[src/hw/brake_pkg.sv]
// Package with register map, reset values and timing constants of the brake sequencer.
package brake_pkg;
    // ------------------------------------------------------------------
    // Clock and tick timing
    // ------------------------------------------------------------------
    localparam int CLK_HZ = 100_000_000;
    localparam int TICK_MS = 1;
    localparam int TICK_CYCLES = CLK_HZ / 1000 * TICK_MS;
    // ------------------------------------------------------------------
    // Register word offsets (byte addresses)
    // ------------------------------------------------------------------
    localparam logic [7:0] OFS_ON_DELAY = 8'h00;
    localparam logic [7:0] OFS_OFF_DELAY = 8'h04;
    localparam logic [7:0] OFS_CTRL_MODE = 8'h08;
    localparam logic [7:0] OFS_CTRL_ACTIVE = 8'h0c;
    localparam logic [7:0] OFS_SEQ_CFG = 8'h10;
    localparam logic [7:0] OFS_STATUS = 8'h14;
    localparam logic [7:0] OFS_VERSION = 8'h18;
    localparam logic [7:0] OFS_FAULT = 8'h1c;
    localparam logic [7:0] OFS_RESTART = 8'h20;
    // ------------------------------------------------------------------
    // Reset values and field positions
    // ------------------------------------------------------------------
    localparam logic [15:0] ON_DELAY_RST = 16'h0064;
    localparam logic [15:0] OFF_DELAY_RST = 16'h0064;
    localparam logic [3:0] CTRL_MODE_RST = 4'h0;
    localparam int STS_BRAKE_BIT = 0;
    localparam int STS_DRIVE_BIT = 1;
    localparam int STS_SERVO_BIT = 2;
    localparam int STS_REJECT_BIT = 3;
    localparam int STS_PEND_BIT = 4;
    // Version value is arbitrary.
    localparam logic [15:0] VERSION_VAL = 16'h0101;
    // Fault codes produced internally.
    localparam logic [7:0] FAULT_NONE = 8'h00;
    localparam logic [7:0] FAULT_LOCKED_WR = 8'h01;
    localparam logic [7:0] FAULT_RO_WR = 8'h02;
    // Key written to the restart register to apply pending values.
    localparam logic [15:0] RESTART_KEY = 16'h5a5a;
endpackage : brake_pkg

[src/hw/ms_tick_if.sv]
// Interface carrying the millisecond tick between the divider and the sequencer.
`timescale 1ns/1ps
interface ms_tick_if;
    // One-cycle enable pulse once per millisecond.
    logic tick;
    // Divider output side.
    modport src (output tick);
    // Consumer side.
    modport dst (input tick);
endinterface : ms_tick_if
[src/hw/holding_brake_sequencer.sv]
// Holding brake sequencer with delay parameters on a Wishbone slave.
`timescale 1ns/1ps
// Contract
// - Inactive release output means brake engaged.
// - Active release output means brake released.
// - Servo off: drop brake after off-delay.
// - Alternate: drop brake, drive off later.
// - On-delay in ms, reset value 100.
// - Off-delay in ms, reset value 100.
// - Enable-locked writes refused while servo enabled.
// - Read-only parameters ignore writes.
// - Restart-class values apply after restart.
// - Engage brake only after servo off.
module holding_brake_sequencer
    import brake_pkg::*;
#(
    parameter int DW = 16,
    parameter int TICK_DIV = TICK_CYCLES
) (
    // System clock and synchronous reset.
    input wire logic clk_sys,
    input wire logic rst,
    // Classic Wishbone slave.
    input wire logic wb_cyc_i,
    input wire logic wb_stb_i,
    input wire logic wb_we_i,
    input wire logic [7:0] wb_adr_i,
    input wire logic [3:0] wb_sel_i,
    input wire logic [31:0] wb_dat_i,
    output logic [31:0] wb_dat_o,
    output logic wb_ack_o,
    // Servo enable pin from outside.
    input wire logic servo_enable_in,
    // Brake relay output and motor drive enable.
    output logic brake_release_out,
    output logic motor_drive_en,
    // Control mode in effect.
    output logic [3:0] control_mode_select
);
    // ------------------------------------------------------------------
    // Types and state
    // ------------------------------------------------------------------
    // Sequencer phases.
    // S_OFF holds the brake closed and the drive off until the servo enable
    // arrives through the synchroniser. S_ON_WAIT runs the drive with the brake
    // still closed while the on-delay counts. S_ON has both open. S_OFF_WAIT
    // counts the off-delay after the enable drops; which output falls first
    // depends on the sequence choice held in alt_seq.
    typedef enum logic [2:0] {
        S_OFF,
        S_ON_WAIT,
        S_ON,
        S_OFF_WAIT
    } seq_t;

    // All registered state of this block.
    // The enable pin is asynchronous, so it passes sync1 and sync2 before any
    // logic looks at it; en_prev is the last synchronised value and marks edges.
    // The delay settings reset to their defaults; mode_pend holds a written
    // control mode until a restart copies it into mode_act.
    typedef struct packed {
        logic sync1;
        logic sync2;
        logic en_prev;
        seq_t seq;
        logic [DW-1:0] cnt;
        logic [DW-1:0] on_delay;
        logic [DW-1:0] off_delay;
        logic [3:0] mode_pend;
        logic [3:0] mode_act;
        logic alt_seq;
        logic brake;
        logic drive;
        logic reject;
        logic [7:0] fault;
        logic [31:0] rdata;
        logic ack;
    } top_state_t;

    top_state_t st_ff;
    top_state_t nxt_st;

    // Millisecond tick from the divider.
    // The divider runs freely from reset, so the first tick after an enable
    // change can come anywhere within one tick period.
    ms_tick_if tk_if ();

    ms_tick_gen #(
        .CYCLES(TICK_DIV)
    ) u_tick (
        .clk_sys(clk_sys),
        .rst(rst),
        .tk(tk_if.src)
    );

    // ------------------------------------------------------------------
    // Helpers
    // ------------------------------------------------------------------
    // Merge write data into a word with byte enables.
    function automatic logic [31:0] merge_bytes(input logic [31:0] old_v,
            input logic [31:0] new_v, input logic [3:0] sel);
        logic [31:0] r;
        r = old_v;
        for (int i = 0; i < 4; i++) begin
            if (sel[i]) begin
                r[i*8 +: 8] = new_v[i*8 +: 8];
            end
        end
        return r;
    endfunction : merge_bytes

    // A delay is complete once the count has passed the setting. The count is
    // cleared at the enable change and the first tick lands up to one tick later,
    // so one extra tick makes sure the full setting has elapsed.
    // A saturated count also ends the delay, so the largest setting cannot hang.
    function automatic logic delay_done(input logic [DW-1:0] cnt,
            input logic [DW-1:0] lim);
        return (cnt > lim) || (&cnt);
    endfunction : delay_done

    // Combined signals.
    logic req;
    logic wr;
    logic servo_on;
    logic edge_seen;
    logic [31:0] merged;
    logic [31:0] status_word;

    // A request is taken only while no acknowledge is out, so a held strobe
    // is not answered twice.
    assign req = wb_cyc_i && wb_stb_i && !st_ff.ack;
    // Write direction of a taken request.
    assign wr = req && wb_we_i;
    // Synchronised servo enable.
    assign servo_on = st_ff.sync2;
    // High for one cycle after each synchronised enable change.
    assign edge_seen = st_ff.sync2 != st_ff.en_prev;

    // ------------------------------------------------------------------
    // Next-state logic
    // ------------------------------------------------------------------
    // One process computes every next value: synchroniser, delay counter,
    // sequencer and the bus registers.
    always_comb begin
        nxt_st = st_ff;
        merged = 32'h0;
        status_word = 32'h0;
        // Two-flop synchroniser on the enable pin.
        nxt_st.sync1 = servo_enable_in;
        nxt_st.sync2 = st_ff.sync1;
        nxt_st.en_prev = st_ff.sync2;
        nxt_st.ack = 1'b0;

        // Millisecond counter, cleared on each enable change.
        // The count saturates instead of wrapping so a long wait never restarts.
        if (edge_seen) begin
            nxt_st.cnt = '0;
        end else if (tk_if.tick && st_ff.cnt != '1) begin
            nxt_st.cnt = st_ff.cnt + 1'b1;
        end

        // Sequencer.
        case (st_ff.seq)
            S_OFF: begin
                // Brake engaged and motor locked.
                nxt_st.brake = 1'b0;
                nxt_st.drive = 1'b0;
                if (servo_on) begin
                    nxt_st.seq = S_ON_WAIT;
                    nxt_st.drive = 1'b1;
                end
            end
            S_ON_WAIT: begin
                // Release brake once the on-delay passes.
                if (!servo_on) begin
                    // Enable lost before release: back to the braked state.
                    nxt_st.seq = S_OFF;
                    nxt_st.drive = 1'b0;
                end else if (!edge_seen && delay_done(st_ff.cnt, st_ff.on_delay)) begin
                    nxt_st.seq = S_ON;
                    nxt_st.brake = 1'b1;
                end
            end
            S_ON: begin
                // Both open; leave once the synchronised enable drops.
                if (!servo_on) begin
                    nxt_st.seq = S_OFF_WAIT;
                    if (st_ff.alt_seq) begin
                        // Alternate order: brake first, drive later.
                        nxt_st.brake = 1'b0;
                    end
                end
            end
            S_OFF_WAIT: begin
                if (servo_on) begin
                    // Servo back during the off-delay: drive on again at once.
                    nxt_st.drive = 1'b1;
                    if (st_ff.brake) begin
                        // Brake still open: never close it under an enabled servo.
                        nxt_st.seq = S_ON;
                    end else begin
                        // Brake already closed: time a fresh on-delay.
                        nxt_st.seq = S_ON_WAIT;
                    end
                end else if (!edge_seen && delay_done(st_ff.cnt, st_ff.off_delay)) begin
                    // Off-delay elapsed: brake locks after servo off.
                    nxt_st.seq = S_OFF;
                    nxt_st.brake = 1'b0;
                    nxt_st.drive = 1'b0;
                end else if (!st_ff.alt_seq) begin
                    // Normal order keeps the brake open during the delay.
                    nxt_st.brake = 1'b1;
                    nxt_st.drive = 1'b0;
                end else begin
                    // Alternate order keeps the drive on with the brake closed.
                    nxt_st.brake = 1'b0;
                end
            end
            default: begin
                // Unused encodings fall back to the safe, braked state.
                nxt_st.seq = S_OFF;
            end
        endcase

        // Status word for readback.
        // Bit 4 shows a mode written but not yet applied by a restart.
        status_word[STS_BRAKE_BIT] = st_ff.brake;
        status_word[STS_DRIVE_BIT] = st_ff.drive;
        status_word[STS_SERVO_BIT] = servo_on;
        status_word[STS_REJECT_BIT] = st_ff.reject;
        status_word[STS_PEND_BIT] = st_ff.mode_pend != st_ff.mode_act;

        // Bus access: one-cycle registered acknowledge.
        // Read data is registered with the acknowledge; the ack stands one cycle, the data until the next request.
        if (req) begin
            nxt_st.ack = 1'b1;
            nxt_st.rdata = 32'h0;
            case (wb_adr_i)
                OFS_ON_DELAY: begin
                    // Free parameter: byte lanes merge into the stored delay.
                    nxt_st.rdata = 32'(st_ff.on_delay);
                    merged = merge_bytes(32'(st_ff.on_delay), wb_dat_i, wb_sel_i);
                    if (wr) begin
                        nxt_st.on_delay = merged[DW-1:0];
                    end
                end
                OFS_OFF_DELAY: begin
                    // Free parameter: byte lanes merge into the stored delay.
                    nxt_st.rdata = 32'(st_ff.off_delay);
                    merged = merge_bytes(32'(st_ff.off_delay), wb_dat_i, wb_sel_i);
                    if (wr) begin
                        nxt_st.off_delay = merged[DW-1:0];
                    end
                end
                OFS_CTRL_MODE: begin
                    // Restart class: stored now, applied at restart.
                    nxt_st.rdata = {28'h0, st_ff.mode_pend};
                    if (wr && wb_sel_i[0]) begin
                        nxt_st.mode_pend = wb_dat_i[3:0];
                    end
                end
                OFS_CTRL_ACTIVE: begin
                    // Active mode is read-only; a write only logs a fault.
                    nxt_st.rdata = {28'h0, st_ff.mode_act};
                    if (wr) begin
                        nxt_st.fault = FAULT_RO_WR;
                    end
                end
                OFS_SEQ_CFG: begin
                    // Enable-locked: refused while the servo is on.
                    nxt_st.rdata = {31'h0, st_ff.alt_seq};
                    if (wr && servo_on) begin
                        nxt_st.reject = 1'b1;
                        nxt_st.fault = FAULT_LOCKED_WR;
                    end else if (wr && wb_sel_i[0]) begin
                        nxt_st.alt_seq = wb_dat_i[0];
                    end
                end
                OFS_STATUS: begin
                    nxt_st.rdata = status_word;
                    if (wr) begin
                        // Writing one clears the refusal flag.
                        if (wb_sel_i[0] && wb_dat_i[STS_REJECT_BIT]) begin
                            nxt_st.reject = 1'b0;
                        end
                    end
                end
                OFS_VERSION: begin
                    // Read-only: constant value, writes dropped.
                    nxt_st.rdata = {16'h0, VERSION_VAL};
                    if (wr) begin
                        nxt_st.fault = FAULT_RO_WR;
                    end
                end
                OFS_FAULT: begin
                    // Fault code is read-only; reading clears it.
                    nxt_st.rdata = {24'h0, st_ff.fault};
                    if (!wr) begin
                        nxt_st.fault = FAULT_NONE;
                    end
                end
                OFS_RESTART: begin
                    // Restart key applies the pending mode.
                    if (wr && wb_sel_i[1:0] == 2'b11 && wb_dat_i[15:0] == RESTART_KEY) begin
                        nxt_st.mode_act = st_ff.mode_pend;
                    end
                end
                default: begin
                    // Unmapped: reads zero, writes ignored.
                    nxt_st.rdata = 32'h0;
                end
            endcase
        end
    end

    // ------------------------------------------------------------------
    // State register
    // ------------------------------------------------------------------
    // Synchronous reset loads constants only; both delays come back at 100 ms.
    always_ff @(posedge clk_sys) begin
        if (rst) begin
            st_ff <= '0;
            st_ff.seq <= S_OFF;
            st_ff.on_delay <= DW'(ON_DELAY_RST);
            st_ff.off_delay <= DW'(OFF_DELAY_RST);
            st_ff.mode_pend <= CTRL_MODE_RST;
            st_ff.mode_act <= CTRL_MODE_RST;
            st_ff.fault <= FAULT_NONE;
        end else begin
            st_ff <= nxt_st;
        end
    end

    // ------------------------------------------------------------------
    // Outputs
    // ------------------------------------------------------------------
    // Outputs come straight from the state flops, so they never glitch.
    assign wb_ack_o = st_ff.ack;
    assign wb_dat_o = st_ff.rdata;
    assign brake_release_out = st_ff.brake;
    assign motor_drive_en = st_ff.drive;
    assign control_mode_select = st_ff.mode_act;
endmodule : holding_brake_sequencer

[src/hw/ms_tick_gen.sv]
// Millisecond enable divider running from the system clock.
`timescale 1ns/1ps
module ms_tick_gen
    import brake_pkg::*;
#(
    parameter int CYCLES = TICK_CYCLES
) (
    // Clock and reset.
    input wire logic clk_sys,
    input wire logic rst,
    // Tick output.
    ms_tick_if.src tk
);
    // ------------------------------------------------------------------
    // State
    // ------------------------------------------------------------------
    typedef struct packed {
        logic [31:0] cnt;
        logic tick;
    } div_state_t;

    div_state_t st_ff;
    div_state_t nxt_st;

    // Count cycles and pulse once per period.
    always_comb begin
        nxt_st = st_ff;
        nxt_st.tick = 1'b0;
        if (st_ff.cnt >= 32'(CYCLES - 1)) begin
            nxt_st.cnt = 32'h0;
            nxt_st.tick = 1'b1;
        end else begin
            nxt_st.cnt = st_ff.cnt + 32'h1;
        end
    end

    // Register the state.
    always_ff @(posedge clk_sys) begin
        if (rst) begin
            st_ff <= '0;
        end else begin
            st_ff <= nxt_st;
        end
    end

    assign tk.tick = st_ff.tick;
endmodule : ms_tick_gen

[config.mk]
export PLATFORM = sky130hd
export DESIGN_NAME = holding_brake_sequencer
export DESIGN_NICKNAME = d
export VERILOG_FILES = /design/src/hw/brake_pkg.sv /design/src/hw/ms_tick_if.sv /design/src/hw/holding_brake_sequencer.sv /design/src/hw/ms_tick_gen.sv
export SDC_FILE = /design/constraint.sdc
export NUM_CORES = 1
export LEC_CHECK = 0
export ABC_AREA = 1
export BUFFER_PORTS_ARGS = -buffer_cell sky130_fd_sc_hd__buf_4
export CAP_MARGIN = 20
export CORE_ASPECT_RATIO = 1.4
export CORE_UTILIZATION = 56
export CTS_CLUSTER_SIZE = 28
export DETAILED_ROUTE_END_ITERATION = 12
export PLACE_DENSITY = 0.78
export SETUP_SLACK_MARGIN = 0.3
export SYNTH_ARGS = -nofsm -noshare
export SYNTH_HDL_FRONTEND = slang
export SYNTH_SLANG_ARGS = --single-unit
[constraint.sdc]
create_clock -name clk_sys -period 2.29 [get_ports clk_sys]
set_input_delay 0.3435 -clock clk_sys [delete_from_list [all_inputs] [get_ports clk_sys]]
set_output_delay 0.3435 -clock clk_sys [all_outputs]
set_load 0.005 [all_outputs]
==> results of run 1 <==
## state kept, by name, summed over array words and instances, names as in the netlist
name,flops
nxt_st,1
motor_drive_en,1
u_tick.tk.tick,1
wb_ack_o,1
st_ff,59
brake_release_out,1
servo_on,1
wb_dat_o,16
control_mode_select,4
u_tick.st_ff,32
## final timing paths
| path | startpoint | endpoint | slack, ns | depth (start not counted) |
|---|---|---|---|---|
| worst min register to register | nxt_st[105] | servo_on | 0.42 | 2 |
| worst max-delay path | st_ff[100] | st_ff[101] | 0.38 | 13 |
| worst max register to register | st_ff[100] | st_ff[101] | 0.38 | 13 |
| worst min-delay path | servo_enable_in | nxt_st[105] | 0.13 | 3 |
## logic make-up (layout without fill, tap and decap cells)
kind of cell | Yosys count | in the layout | share of synthesized area [%]
buf+inv | 169 | 214 | 12.8
flops | 117 | 117 | 38.5
compound gates | 172 | 172 | 15.9
simple gates | 294 | 294 | 22.1
fa+ha+maj | 39 | 39 | 8.02
xor+xnor | 18 | 18 | 2.59
other cells | 1 | 31 | 0.0617
## power breakdown
part           internal, mW  total [mW]  switching, mW
clock network          1.83        2.73          0.902
registers              2.08        2.12         0.0356
logic                 0.167       0.431          0.264
total                  4.08        5.28           1.20
## timing repair
| item | in CTS | in global routing |
|---|---|---|
| pin swaps | 0 | 7 |
| endpoints found under the setup margin | 1 | 18 |
| hold endpoints to repair | 0 | 0 |
| hold buffers | 0 | 0 |
| setup buffers | 0 | 2 |
| gates resized for setup | 3 | 34 |
## routing by layer
layer / global-route usage (%) / vias up
li1: - / 2719
met1: 26.7 / 2630
met2: 52.3 / 193
met3: 6.87 / 48
met4: 15.2 / 0
met5: 0 / -
## Yosys cell counts, types with 2 or more instances
library cell	count
sky130_fd_sc_hd__o21ai_0	49
sky130_fd_sc_hd__inv_2	4
sky130_fd_sc_hd__nor4_1	2
sky130_fd_sc_hd__nor3_1	10
sky130_fd_sc_hd__xnor2_1	8
sky130_fd_sc_hd__dfxtp_1	117
sky130_fd_sc_hd__nor2_1	79
sky130_fd_sc_hd__nand2_2	4
sky130_fd_sc_hd__a21oi_1	77
sky130_fd_sc_hd__nand4_1	13
sky130_fd_sc_hd__o2111ai_1	4
sky130_fd_sc_hd__nor2_4	5
sky130_fd_sc_hd__o31ai_1	2
sky130_fd_sc_hd__a211oi_1	7
sky130_fd_sc_hd__a31oi_1	2
sky130_fd_sc_hd__inv_1	112
sky130_fd_sc_hd__clkbuf_1	10
sky130_fd_sc_hd__nand3_1	20
sky130_fd_sc_hd__o22ai_1	15
sky130_fd_sc_hd__ha_1	39
sky130_fd_sc_hd__nand2_4	2
sky130_fd_sc_hd__buf_2	5
sky130_fd_sc_hd__o21a_1	2
sky130_fd_sc_hd__nand3_2	3
sky130_fd_sc_hd__o21ai_1	2
sky130_fd_sc_hd__nor3_2	2
sky130_fd_sc_hd__o211ai_1	7
sky130_fd_sc_hd__nor2_2	4
sky130_fd_sc_hd__xor2_1	10
sky130_fd_sc_hd__nand2_1	141
sky130_fd_sc_hd__buf_4	37
## cell type report
type / count / area (um^2) / share of cell area, %
Multi-Input combinational cell: 554 / 3180 / 43.8
Sequential cell: 117 / 2360 / 32.5
Timing Repair Buffer: 67 / 503 / 6.93
Clock buffer: 21 / 450 / 6.21
Inverter: 116 / 435 / 6.00
Tap cell: 138 / 173 / 2.38
Clock inverter: 10 / 155 / 2.14
## critical path, cell delays in order, from the launching register on
cell and delay, ns:
sky130_fd_sc_hd__dfxtp_1 0.42, sky130_fd_sc_hd__ha_1 0.28, sky130_fd_sc_hd__a21oi_1 0.13, sky130_fd_sc_hd__o21ai_0 0.11, sky130_fd_sc_hd__a21oi_1 0.19, sky130_fd_sc_hd__nand2_1 0.07, sky130_fd_sc_hd__nand2_1 0.06, sky130_fd_sc_hd__nand2_1 0.10
sky130_fd_sc_hd__nand2_1 0.07, sky130_fd_sc_hd__nand2_1 0.06, sky130_fd_sc_hd__nand2_2 0.10, sky130_fd_sc_hd__nand3_1 0.08, sky130_fd_sc_hd__nand2_1 0.07, sky130_fd_sc_hd__nor2_1 0.07
## metrics by stage
step           cells  setup slack [ns]  area (um^2)  hold WS (ns)  power, mW
2_1_floorplan    840             0.618         6190         0.388       2.44
3_3_place_gp     990             0.313         6510         0.390       2.54
3_5_place_dp     990             0.284         6510         0.427       2.56
4_1_cts         1021             0.301         7120         0.123       5.28
5_1_grt         1023             0.205         7250         0.146       5.46
6_report        1023             0.378         7250         0.126       5.28
==> impl_summary.txt, run 1 <==
----------------------------------------------------
[Critical path]
  Kind of launch point of the worst setup path ... flip-flop
  Arr. time, crit path ... 2.22 ns
  Maximum fanout encountered on the critical timing path ... 5
  CP Capture Type ... flip-flop
  Critical path data required time ... 2.60 ns
  Setup CP Type ... flip-flop to flip-flop

[Routing]
  First-pass detailed-route iteration total ... 6
  Mean routed wirelength per cell ... 15.0 um
  Antenna Violating Nets Remaining ... 0
  Met2 wire len ... 8310 um
  Iter 0 DRT Violations ... 369
  Post-detailed-route via-to-cell ratio ... 5.46
  Metal3 WL ... 761 um
  Max layer used ... met4
  Remaining design rule violation count ... 0
  Overall via count from detail_route ... 5,590
  Post-Route M1 WL ... 5680 um
  Routed wire length ... 15,400 um

[Floorplan]
  Cell row count ... 44
  Core outline area ... 0.0105 mm^2
  Die Area ... 0.0113 mm^2
  Die outline width ... 90.1 um
  Starting utilization of the core area ... 58.1%
  Number of primary I/O pins ... 89
  Die Height ... 125 um

[Clocking]
  CTS Buffer Depth ... 2
  Root buffer selected by CTS ... sky130_fd_sc_hd__clkbuf_16
  Later-pin clock latency in the skew report ... 0.41 ns
  Clock Sinks ... 117
  Clock H-tree levels ... 4
  CTS tree ... done
  Clock transition time at the flip-flop clock pins of the worst setup and hold paths ... 0.05 ns
  Number of CTS-inserted buffers ... 17

[GRT]
  Vias in the first global route ... 5,438
  All-layer global routing usage ... 27.5%
  Number of antenna violations at the first check in global routing ... 0
  First-pass GRT wire length ... 24,500 um
  Global-route congestion overflow total ... 0
  Largest net degree at the start of global routing ... 30

[Yosys]
  Most common flop cell mapped by yosys ... sky130_fd_sc_hd__dfxtp_1
  Number of enable-type register cells in the synthesized netlist ... 0
  Number of instances in the synthesized netlist ... 810
  Post-synthesis average cell area ... 7.51 um^2
  Share of the yosys chip area belonging to registers ... 38.5%
  Post-synthesis cell type count ... 47
  Fraction of post-synthesis cell area in the top cell type by area ... 38.5%
  Post-synthesis instance area ... 0.00608 mm^2
  Leading post-synthesis cells by cell area ... sky130_fd_sc_hd__dfxtp_1, sky130_fd_sc_hd__nand2_1, sky130_fd_sc_hd__ha_1
  Library cell occupying the most area in the post-synthesis netlist ... sky130_fd_sc_hd__dfxtp_1
  Number of flip-flops and latches in the synthesized netlist ... 117
  Warnings, synthesis ... 0
  Share of synthesized flip-flops with an asynchronous set or reset ... 0%

[Timing]
  Final number of max-transition violations ... 0
  Peak Freq ... 523 MHz
  Total count of hold-check failures in the final report ... 0
  Total negative slack ... 0 ns
  Number of setup violations in the final report ... 0
  Worst rel slew slack ... 37.6%
  Worst-Margin Slew ... 0.935 ns
  Clock Skew ... 0.00475 ns
  Unrepaired setup endpoints after global routing ... yes
  Fin crit period ... 1.91 ns
  Portion of the clock cycle consumed by the worst path in the final layout ... 83.5%

[Job]
  Number of max-cap violations ... 0

[Cells and area]
  Number of filler cells placed in the layout ... 870
  Utilization of the core after routing ... 69.4%
  Fraction of layout cells with a size suffix above 1 ... 17.7%
  Leading cell type in the layout, fill and taps excluded ... sky130_fd_sc_hd__nand2_1
  Synth-to-Final Area Change ... 19.3%
  Number of nets in the final layout ... 962
  Most frequent cells in the layout ... sky130_fd_sc_hd__nand2_1, sky130_fd_sc_hd__inv_1, sky130_fd_sc_hd__dfxtp_1
  Antenna Cells ... 0

[Outcome]
  Run status ... complete, no violations

[Power]
  Power density cells ... 728 mW/mm^2
  Leakage power ... 3.13 nW
  Max rail drop VDD ... 0.571 mV

[Hold path]
  Hold/Removal Path Class ... input port to flip-flop

[Placed design]
  PortBufs ... 54
  Detailed placer's ending HPWL ... 11,000 um
  Gp weighted congestion ... 0.920

----------------------------------------------------
Power figures use the tool's default switching activity.
==> inputs of run 2 (changes only) <==
Clock period 2.29 ns to 1.77 ns, I/O delays scaled along.
==> run 2 against run 1 <==
Effect of this change: the run now ends with setup timing left; count of clock-buffer cells in the layout down 2; maximum frequency down 3.5%; non-clock buffer count up 76; die area unchanged; utilization up 13 points; sequential share of layout area down 4.9 points; wire length up 28%; clock power up 32%; global-route usage up 4.5 points; register-to-register slack worse by 0.59 ns; power up 33%; critical path type unchanged.
==> impl_summary.txt, run 2 (synthesis gave the netlist of run 1 again) <==
----------------------------------------------------
[Outcome]
  Run status ... finished with violations
  Violations in the final reports ... setup timing

[Cells and area]
  Final non-filler cell total ... 1,103 (+7.8%)
  Flip-flop count of the largest register after layout ... 59 (unchanged)
  Most frequent cells in the layout ... sky130_fd_sc_hd__buf_4, sky130_fd_sc_hd__nand2_1, sky130_fd_sc_hd__inv_1
  Synth-to-Final Area Change ... 42.4%
  Number of nets in the final layout ... 1,041 (+8.2%)
  Leading cell type in the layout, fill and taps excluded ... sky130_fd_sc_hd__buf_4
  Biggest register ... st_ff
  Fraction of layout cells with a size suffix above 1 ... 37.9% (+20 points)
  Antenna Cells ... 0 (unchanged)
  Number of filler cells placed in the layout ... 598 (-31%)
  FF/Latch Area ... 0.00240 mm^2 (+1.6%)
  Multi-input logic area ... 0.00387 mm^2 (+22%)

[Floorplan]
  Core outline area ... 0.0105 mm^2 (unchanged)
  Cell row count ... 44 (unchanged)
  Number of primary I/O pins ... 89 (unchanged)
  Starting utilization of the core area ... 58.1% (unchanged)
  Die Height ... 125 um (unchanged)
  Die Area ... 0.0113 mm^2 (unchanged)
  Die outline width ... 90.1 um (unchanged)

[Routing]
  Mean routed wirelength per cell ... 17.9 um (+19%)
  First-pass detailed-route iteration total ... 8 (+2)
  Overall via count from detail_route ... 6,187 (+11%)
  Routed wire length ... 19,700 um (+28%)
  Post-detailed-route via-to-cell ratio ... 5.61 (+2.7%)
  Antenna Violating Nets Remaining ... 0 (unchanged)
  Remaining design rule violation count ... 0 (unchanged)
  Iter 0 DRT Violations ... 519 (+41%)

[Placed design]
  Pre-CTS setup slack ... -0.122 ns (-0.407 ns)
  Detailed placer's ending HPWL ... 11,700 um (+6.6%)
  Gp weighted congestion ... 0.969 (+5.3%)
  PortBufs ... 54 (unchanged)
  Number of placed instances with taps included ... 1,037 (+4.7%)

[Timing]
  Fin crit period ... 1.98 ns (+0.0688 ns)
  Portion of the clock cycle consumed by the worst path in the final layout ... 112% (+28 points)
  Final number of max-transition violations ... 0 (unchanged)
  Number of setup violations in the final report ... 19 (+19)
  Unrepaired setup endpoints after global routing ... yes
  Total count of hold-check failures in the final report ... 0 (unchanged)
  Peak Freq ... 505 MHz (-3.5%)
  Post-route worst setup slack ... -0.211 ns (-0.589 ns)
  Clock Skew ... 0.00939 ns (+0.00463 ns)

[Clocking]
  Clock transition time at the flip-flop clock pins of the worst setup and hold paths ... 0.06 ns (about the same)
  Clock H-tree levels ... 4 (unchanged)
  Root buffer selected by CTS ... sky130_fd_sc_hd__clkbuf_16
  CTS Buffer Depth ... 2 (unchanged)
  CTS tree ... done
  Later-pin clock latency in the skew report ... 0.42 ns (about the same)
  Number of CTS-inserted buffers ... 17 (unchanged)
  Clock Sinks ... 117 (unchanged)
  Post-cts hold buffer count ... 0 (unchanged)

[GRT]
  All-layer global routing usage ... 32.0% (+4.5 points)
  Largest net degree at the start of global routing ... 42 (+40%)
  Global-route congestion overflow total ... 0 (unchanged)
  Number of antenna violations at the first check in global routing ... 0 (unchanged)
  First-pass GRT wire length ... 28,300 um (+16%)
  Vias in the first global route ... 6,124 (+13%)

[Power]
  Max rail drop VDD ... 0.699 mV (+22%)
  Leakage power ... 3.71 nW (+19%)
  Power density cells ... 813 mW/mm^2 (+12%)

[Hold path]
  Hold/Removal Path Class ... input port to flip-flop

[Critical path]
  Critical path data required time ... 2.07 ns (-0.53 ns)
  Setup CP Type ... flip-flop to flip-flop
  Cell seen most often among critical-path stages ... sky130_fd_sc_hd__nand2_4
  Minimum setup slack among reg-to-reg paths ... -0.21 ns (-0.59 ns)
  Cell at the slowest stage of the critical path ... sky130_fd_sc_hd__dfxtp_2
  Maximum fanout encountered on the critical timing path ... 5 (unchanged)
  Longest individual stage delay on the worst path ... 0.35 ns (-0.07 ns)
  Crit path cell chain ... buf_4 -> nand2_1 -> inv_1 -> nand3_2 -> nor2_2 -> inv_2 -> nand2_4 -> nor2_4 -> nand2_4 -> nor3_4 -> nand4_1 -> a21oi_1
  Critical path buffers and inverters ... 3 (+3)
  CP Capture Type ... flip-flop
  Arr. time, crit path ... 2.28 ns (+0.06 ns)
  Gate family responsible for the most delay along the worst path ... simple AND/OR/NAND/NOR gates
  Kind of launch point of the worst setup path ... flip-flop

[Job]
  Number of max-cap violations ... 0 (unchanged)

----------------------------------------------------
run 2: final timing paths:
check                  startpoint          end  cells after the start
hold / removal    servo_enable_in  nxt_st[105]                      3
setup reg to reg        st_ff[98]    st_ff[98]                     12
hold reg to reg       nxt_st[105]     servo_on                      2
setup / recovery        st_ff[98]    st_ff[98]                     12
run 2: power by group:
part | switching, mW | internal, mW
clock | 1.26 | 2.35
sequential | 0.0504 | 2.68
combinational | 0.427 | 0.268
total | 1.74 | 5.30
run 2: per-stage QoR:
| step | utilization (%) | instance area (um^2) | hold slack, ns | setup TNS, ns | total power [mW] |
|---|---|---|---|---|---|
| 5_1_grt | 82.8 | 8660 | 0.0825 | -2.72 | 7.25 |
| 3_5_place_dp | 66.9 | 7000 | 0.405 | -1.05 | 3.35 |
| 2_1_floorplan | - | 6330 | 0.372 | 0 | 3.17 |
| 6_report | 82.8 | 8660 | 0.0523 | -0.932 | 7.04 |
| 3_3_place_gp | 66.9 | 7000 | 0.389 | -0.795 | 3.32 |
| 4_1_cts | 77.0 | 8050 | 0.0467 | -0.145 | 6.95 |
run 2: repair_timing:
item	in CTS	in global routing
pin swaps	38	65
setup buffers	15	16
endpoints found under the setup margin	79	75
resized for setup	87	121
cloned	2	1
run 2: cell type report:
class                   count  area share [%]
repair buffers            143            13.4
clock inverters            13            2.07
clock buffers              19            5.00
inverters                 116            5.14
flip-flops and latches    117            27.7
multi-input cells         557            44.7
well taps                 138            1.99
run 2: layer usage:
| metal | GRT usage (%) | routed length [um] | vias up |
|---|---|---|---|
| met5 | 0 | 0 | - |
| met4 | 26.0 | 1360 | 0 |
| met3 | 6.02 | 1020 | 102 |
| met2 | 57.1 | 10300 | 286 |
| met1 | 32.1 | 7010 | 2907 |
| li1 | - | - | 2892 |
run 2: worst reg2reg max path, cell delays in order (launching register included):
cell and delay (ns):
sky130_fd_sc_hd__dfxtp_2 0.35, sky130_fd_sc_hd__buf_4 0.16, sky130_fd_sc_hd__nand2_1 0.10, sky130_fd_sc_hd__inv_1 0.06, sky130_fd_sc_hd__nand3_2 0.08, sky130_fd_sc_hd__nor2_2 0.05
sky130_fd_sc_hd__inv_2 0.07, sky130_fd_sc_hd__nand2_4 0.09, sky130_fd_sc_hd__nor2_4 0.15, sky130_fd_sc_hd__nand2_4 0.09, sky130_fd_sc_hd__nor3_4 0.21, sky130_fd_sc_hd__nand4_1 0.18
sky130_fd_sc_hd__a21oi_1 0.28
==> inputs of run 3 (changes only) <==
Settings changed: PLACE_DENSITY 0.78 to default, PLACE_DENSITY_LB_ADDON from default to 0.25.
==> run 3 against run 2 <==
Effect of this change: the flow still finishes with violations (setup timing); sequential share of layout area fell by 0.37 points; via count rose by 3.3%; wire length rose by 3.1%; non-clock buffer count rose by 10; cell area rose by 1.5%; cell count rose by 0.73%; critical endpoint is now st_ff[101]; largest power group unchanged; highest routed layer unchanged.
==> impl_summary.txt, run 3 (synthesis gave the netlist of run 1 again) <==
----------------------------------------------------
[Timing]
  Unrepaired setup endpoints after global routing ... yes
  Total negative slack ... -0.704 ns (+0.228 ns)
  Total count of hold-check failures in the final report ... 0 (unchanged)
  Final number of max-transition violations ... 0 (unchanged)
  Post-route worst setup slack ... -0.192 ns (+0.0189 ns)
  Peak Freq ... 510 MHz (+0.96%)
  Clock Skew ... 0.0129 ns (+0.00349 ns)
  Portion of the clock cycle consumed by the worst path in the final layout ... 111% (-1.1 points)
  Worst-case hold slack ... 0.0511 ns (-0.00123 ns)
  Fin crit period ... 1.96 ns (-0.0189 ns)
  Number of setup violations in the final report ... 8 (-11)

[Cells and area]
  Utilization of the core after routing ... 84.0% (+1.2 points)
  Fraction of layout cells with a size suffix above 1 ... 41.7% (+3.8 points)
  Synth-to-Final Area Change ... 44.5%
  Flip-flop count of the largest register after layout ... 59 (unchanged)
  Final non-filler cell total ... 1,111 (+0.73%)
  Biggest register ... st_ff
  Most frequent cells in the layout ... sky130_fd_sc_hd__buf_4, sky130_fd_sc_hd__nand2_1, sky130_fd_sc_hd__dfxtp_1
  Antenna Cells ... 0 (unchanged)
  Number of nets in the final layout ... 1,049 (+0.77%)
  Final instance area ... 0.00879 mm^2 (+1.5%)
  Number of filler cells placed in the layout ... 579 (-3.2%)
  Leading cell type in the layout, fill and taps excluded ... sky130_fd_sc_hd__buf_4

[Critical path]
  Setup CP Type ... flip-flop to flip-flop
  Critical path data required time ... 2.08 ns (about the same)
  Gate family responsible for the most delay along the worst path ... simple AND/OR/NAND/NOR gates
  Logic depth of the worst register-to-register path ... 13 (+1)
  Kind of launch point of the worst setup path ... flip-flop
  Arr. time, crit path ... 2.28 ns (about the same)
  Longest individual stage delay on the worst path ... 0.33 ns (-0.02 ns)
  CP Capture Type ... flip-flop
  Cell seen most often among critical-path stages ... sky130_fd_sc_hd__nand2_2
  Maximum fanout encountered on the critical timing path ... 4 (-1)
  Depth of the critical timing path with buffers and inverters included ... 13 (+1)
  Critical path buffers and inverters ... 1 (-2)
  Crit path cell chain ... inv_2 -> ha_1 -> nand4_1 -> nor3_4 -> nand3_1 -> nand2_2 -> nand2_4 -> nand2_2 -> nand2_2 -> nand2_4 -> nand3_2 -> nand2_1 -> nor2_1
  Cell at the slowest stage of the critical path ... sky130_fd_sc_hd__dfxtp_1

[Outcome]
  Run status ... finished with violations
  Violations in the final reports ... setup timing

[Placed design]
  PortBufs ... 54 (unchanged)
  Detailed placer's ending HPWL ... 11,900 um (+1.5%)
  Number of placed instances with taps included ... 1,044 (+0.68%)
  Gp weighted congestion ... 0.938 (-3.3%)
  Standard cell area after detailed placement ... 0.00705 mm^2 (+0.75%)

[Routing]
  Antenna Violating Nets Remaining ... 0 (unchanged)
  Post-detailed-route via-to-cell ratio ... 5.75 (+2.5%)
  Remaining design rule violation count ... 0 (unchanged)
  First-pass detailed-route iteration total ... 8 (unchanged)
  Iter 0 DRT Violations ... 589 (+13%)
  Routed wire length ... 20,300 um (+3.1%)
  Overall via count from detail_route ... 6,389 (+3.3%)
  Mean routed wirelength per cell ... 18.3 um (+2.4%)

[Hold path]
  Cell count of the worst hold path ... 3 (unchanged)
  Hold/Removal Path Class ... input port to flip-flop

[Power]
  Leakage power ... 3.70 nW (-0.35%)
  Power density cells ... 754 mW/mm^2 (-7.2%)
  Max rail drop VDD ... 0.778 mV (+11%)

[GRT]
  First-pass GRT wire length ... 29,000 um (+2.5%)
  All-layer global routing usage ... 32.6% (+0.62 points)
  Number of antenna violations at the first check in global routing ... 0 (unchanged)
  Largest net degree at the start of global routing ... 42 (unchanged)
  Vias in the first global route ... 6,176 (+0.85%)
  Global-route congestion overflow total ... 0 (unchanged)

[Clocking]
  Root buffer selected by CTS ... sky130_fd_sc_hd__clkbuf_16
  Later-pin clock latency in the skew report ... 0.42 ns (about the same)
  CTS Buffer Depth ... 2 (unchanged)
  Clock Sinks ... 117 (unchanged)
  Clock transition time at the flip-flop clock pins of the worst setup and hold paths ... 0.05 ns (about the same)
  Post-cts hold buffer count ... 0 (unchanged)
  Clock H-tree levels ... 4 (unchanged)
  Number of CTS-inserted buffers ... 17 (unchanged)
  CTS tree ... done

[Job]
  Number of max-cap violations ... 0 (unchanged)

[Floorplan]
  Die Height ... 125 um (unchanged)
  Die outline width ... 90.1 um (unchanged)
  Starting utilization of the core area ... 58.1% (unchanged)
  Core outline area ... 0.0105 mm^2 (unchanged)
  Cell row count ... 44 (unchanged)
  Number of primary I/O pins ... 89 (unchanged)
  Die Area ... 0.0113 mm^2 (unchanged)

----------------------------------------------------
[run 3: cell types whose count changed in the layout (fill, tap and decap cells not counted), sizes merged]
cell      delta
nand2        -2
inv          -4
clkinv       +2
buf         +10
clkinvlp     +1
clkbuf       +5
bufinv       -4
[run 3: area by class of cell]
cell class                      instances  area [um^2]  area share [%]
Clock inverter                          8         47.5           0.541
Clock buffer                           24          503            5.72
Inverter                              116          448            5.10
Multi-Input combinational cell        555         3980            45.3
Timing Repair Buffer                  153         1240            14.1
Tap cell                              138          173            1.96
Sequential cell                       117         2400            27.3
[run 3: routing by layer]
layer	vias up	track usage [%]	routed length [um]
met5	-	0	0
met4	0	24.0	1500
met3	127	6.93	1330
met2	362	59.9	10600
met1	2997	31.8	6880
li1	2903	-	-
[run 3: through the flow]
stage	total power [mW]	worst slack [ns]
after floorplan	3.17	0.191
after global placement	3.32	-0.0400
after detailed placement	3.35	-0.107
after CTS	6.56	0.0119
after global routing	6.84	-0.250
final	6.63	-0.192
[run 3: timing repair]
action                                  in CTS  in global routing
resized for setup                          120                124
setup buffers                               19                 14
endpoints found under the setup margin      78                 88
pin swaps                                   45                 49
cloned                                       0                  2
[run 3: report_power, final]
part	total (mW)	internal, mW	switching, mW	leakage, nW
clock network	3.18	1.97	1.21	0.267
logic	0.711	0.274	0.437	2.47
registers	2.74	2.68	0.0521	0.962
total	6.63	4.92	1.70	3.70
[run 3: worst reg2reg max path, delay by kind of cell (launching register included)]
| kind | cells | cell delay, ns |
|---|---|---|
| fa+ha+maj | 1 | 0.30 |
| buf+inv | 1 | 0.05 |
| flops | 1 | 0.33 |
| simple gates | 11 | 1.19 |
[run 3: path summary, 6_finish.rpt]
kind / from / endpoint / slack [ns]
setup / recovery: st_ff[79] / st_ff[101] / -0.19
hold / removal: servo_enable_in / nxt_st[105] / 0.05
setup reg to reg: st_ff[79] / st_ff[101] / -0.19
hold reg to reg: nxt_st[105] / servo_on / 0.41
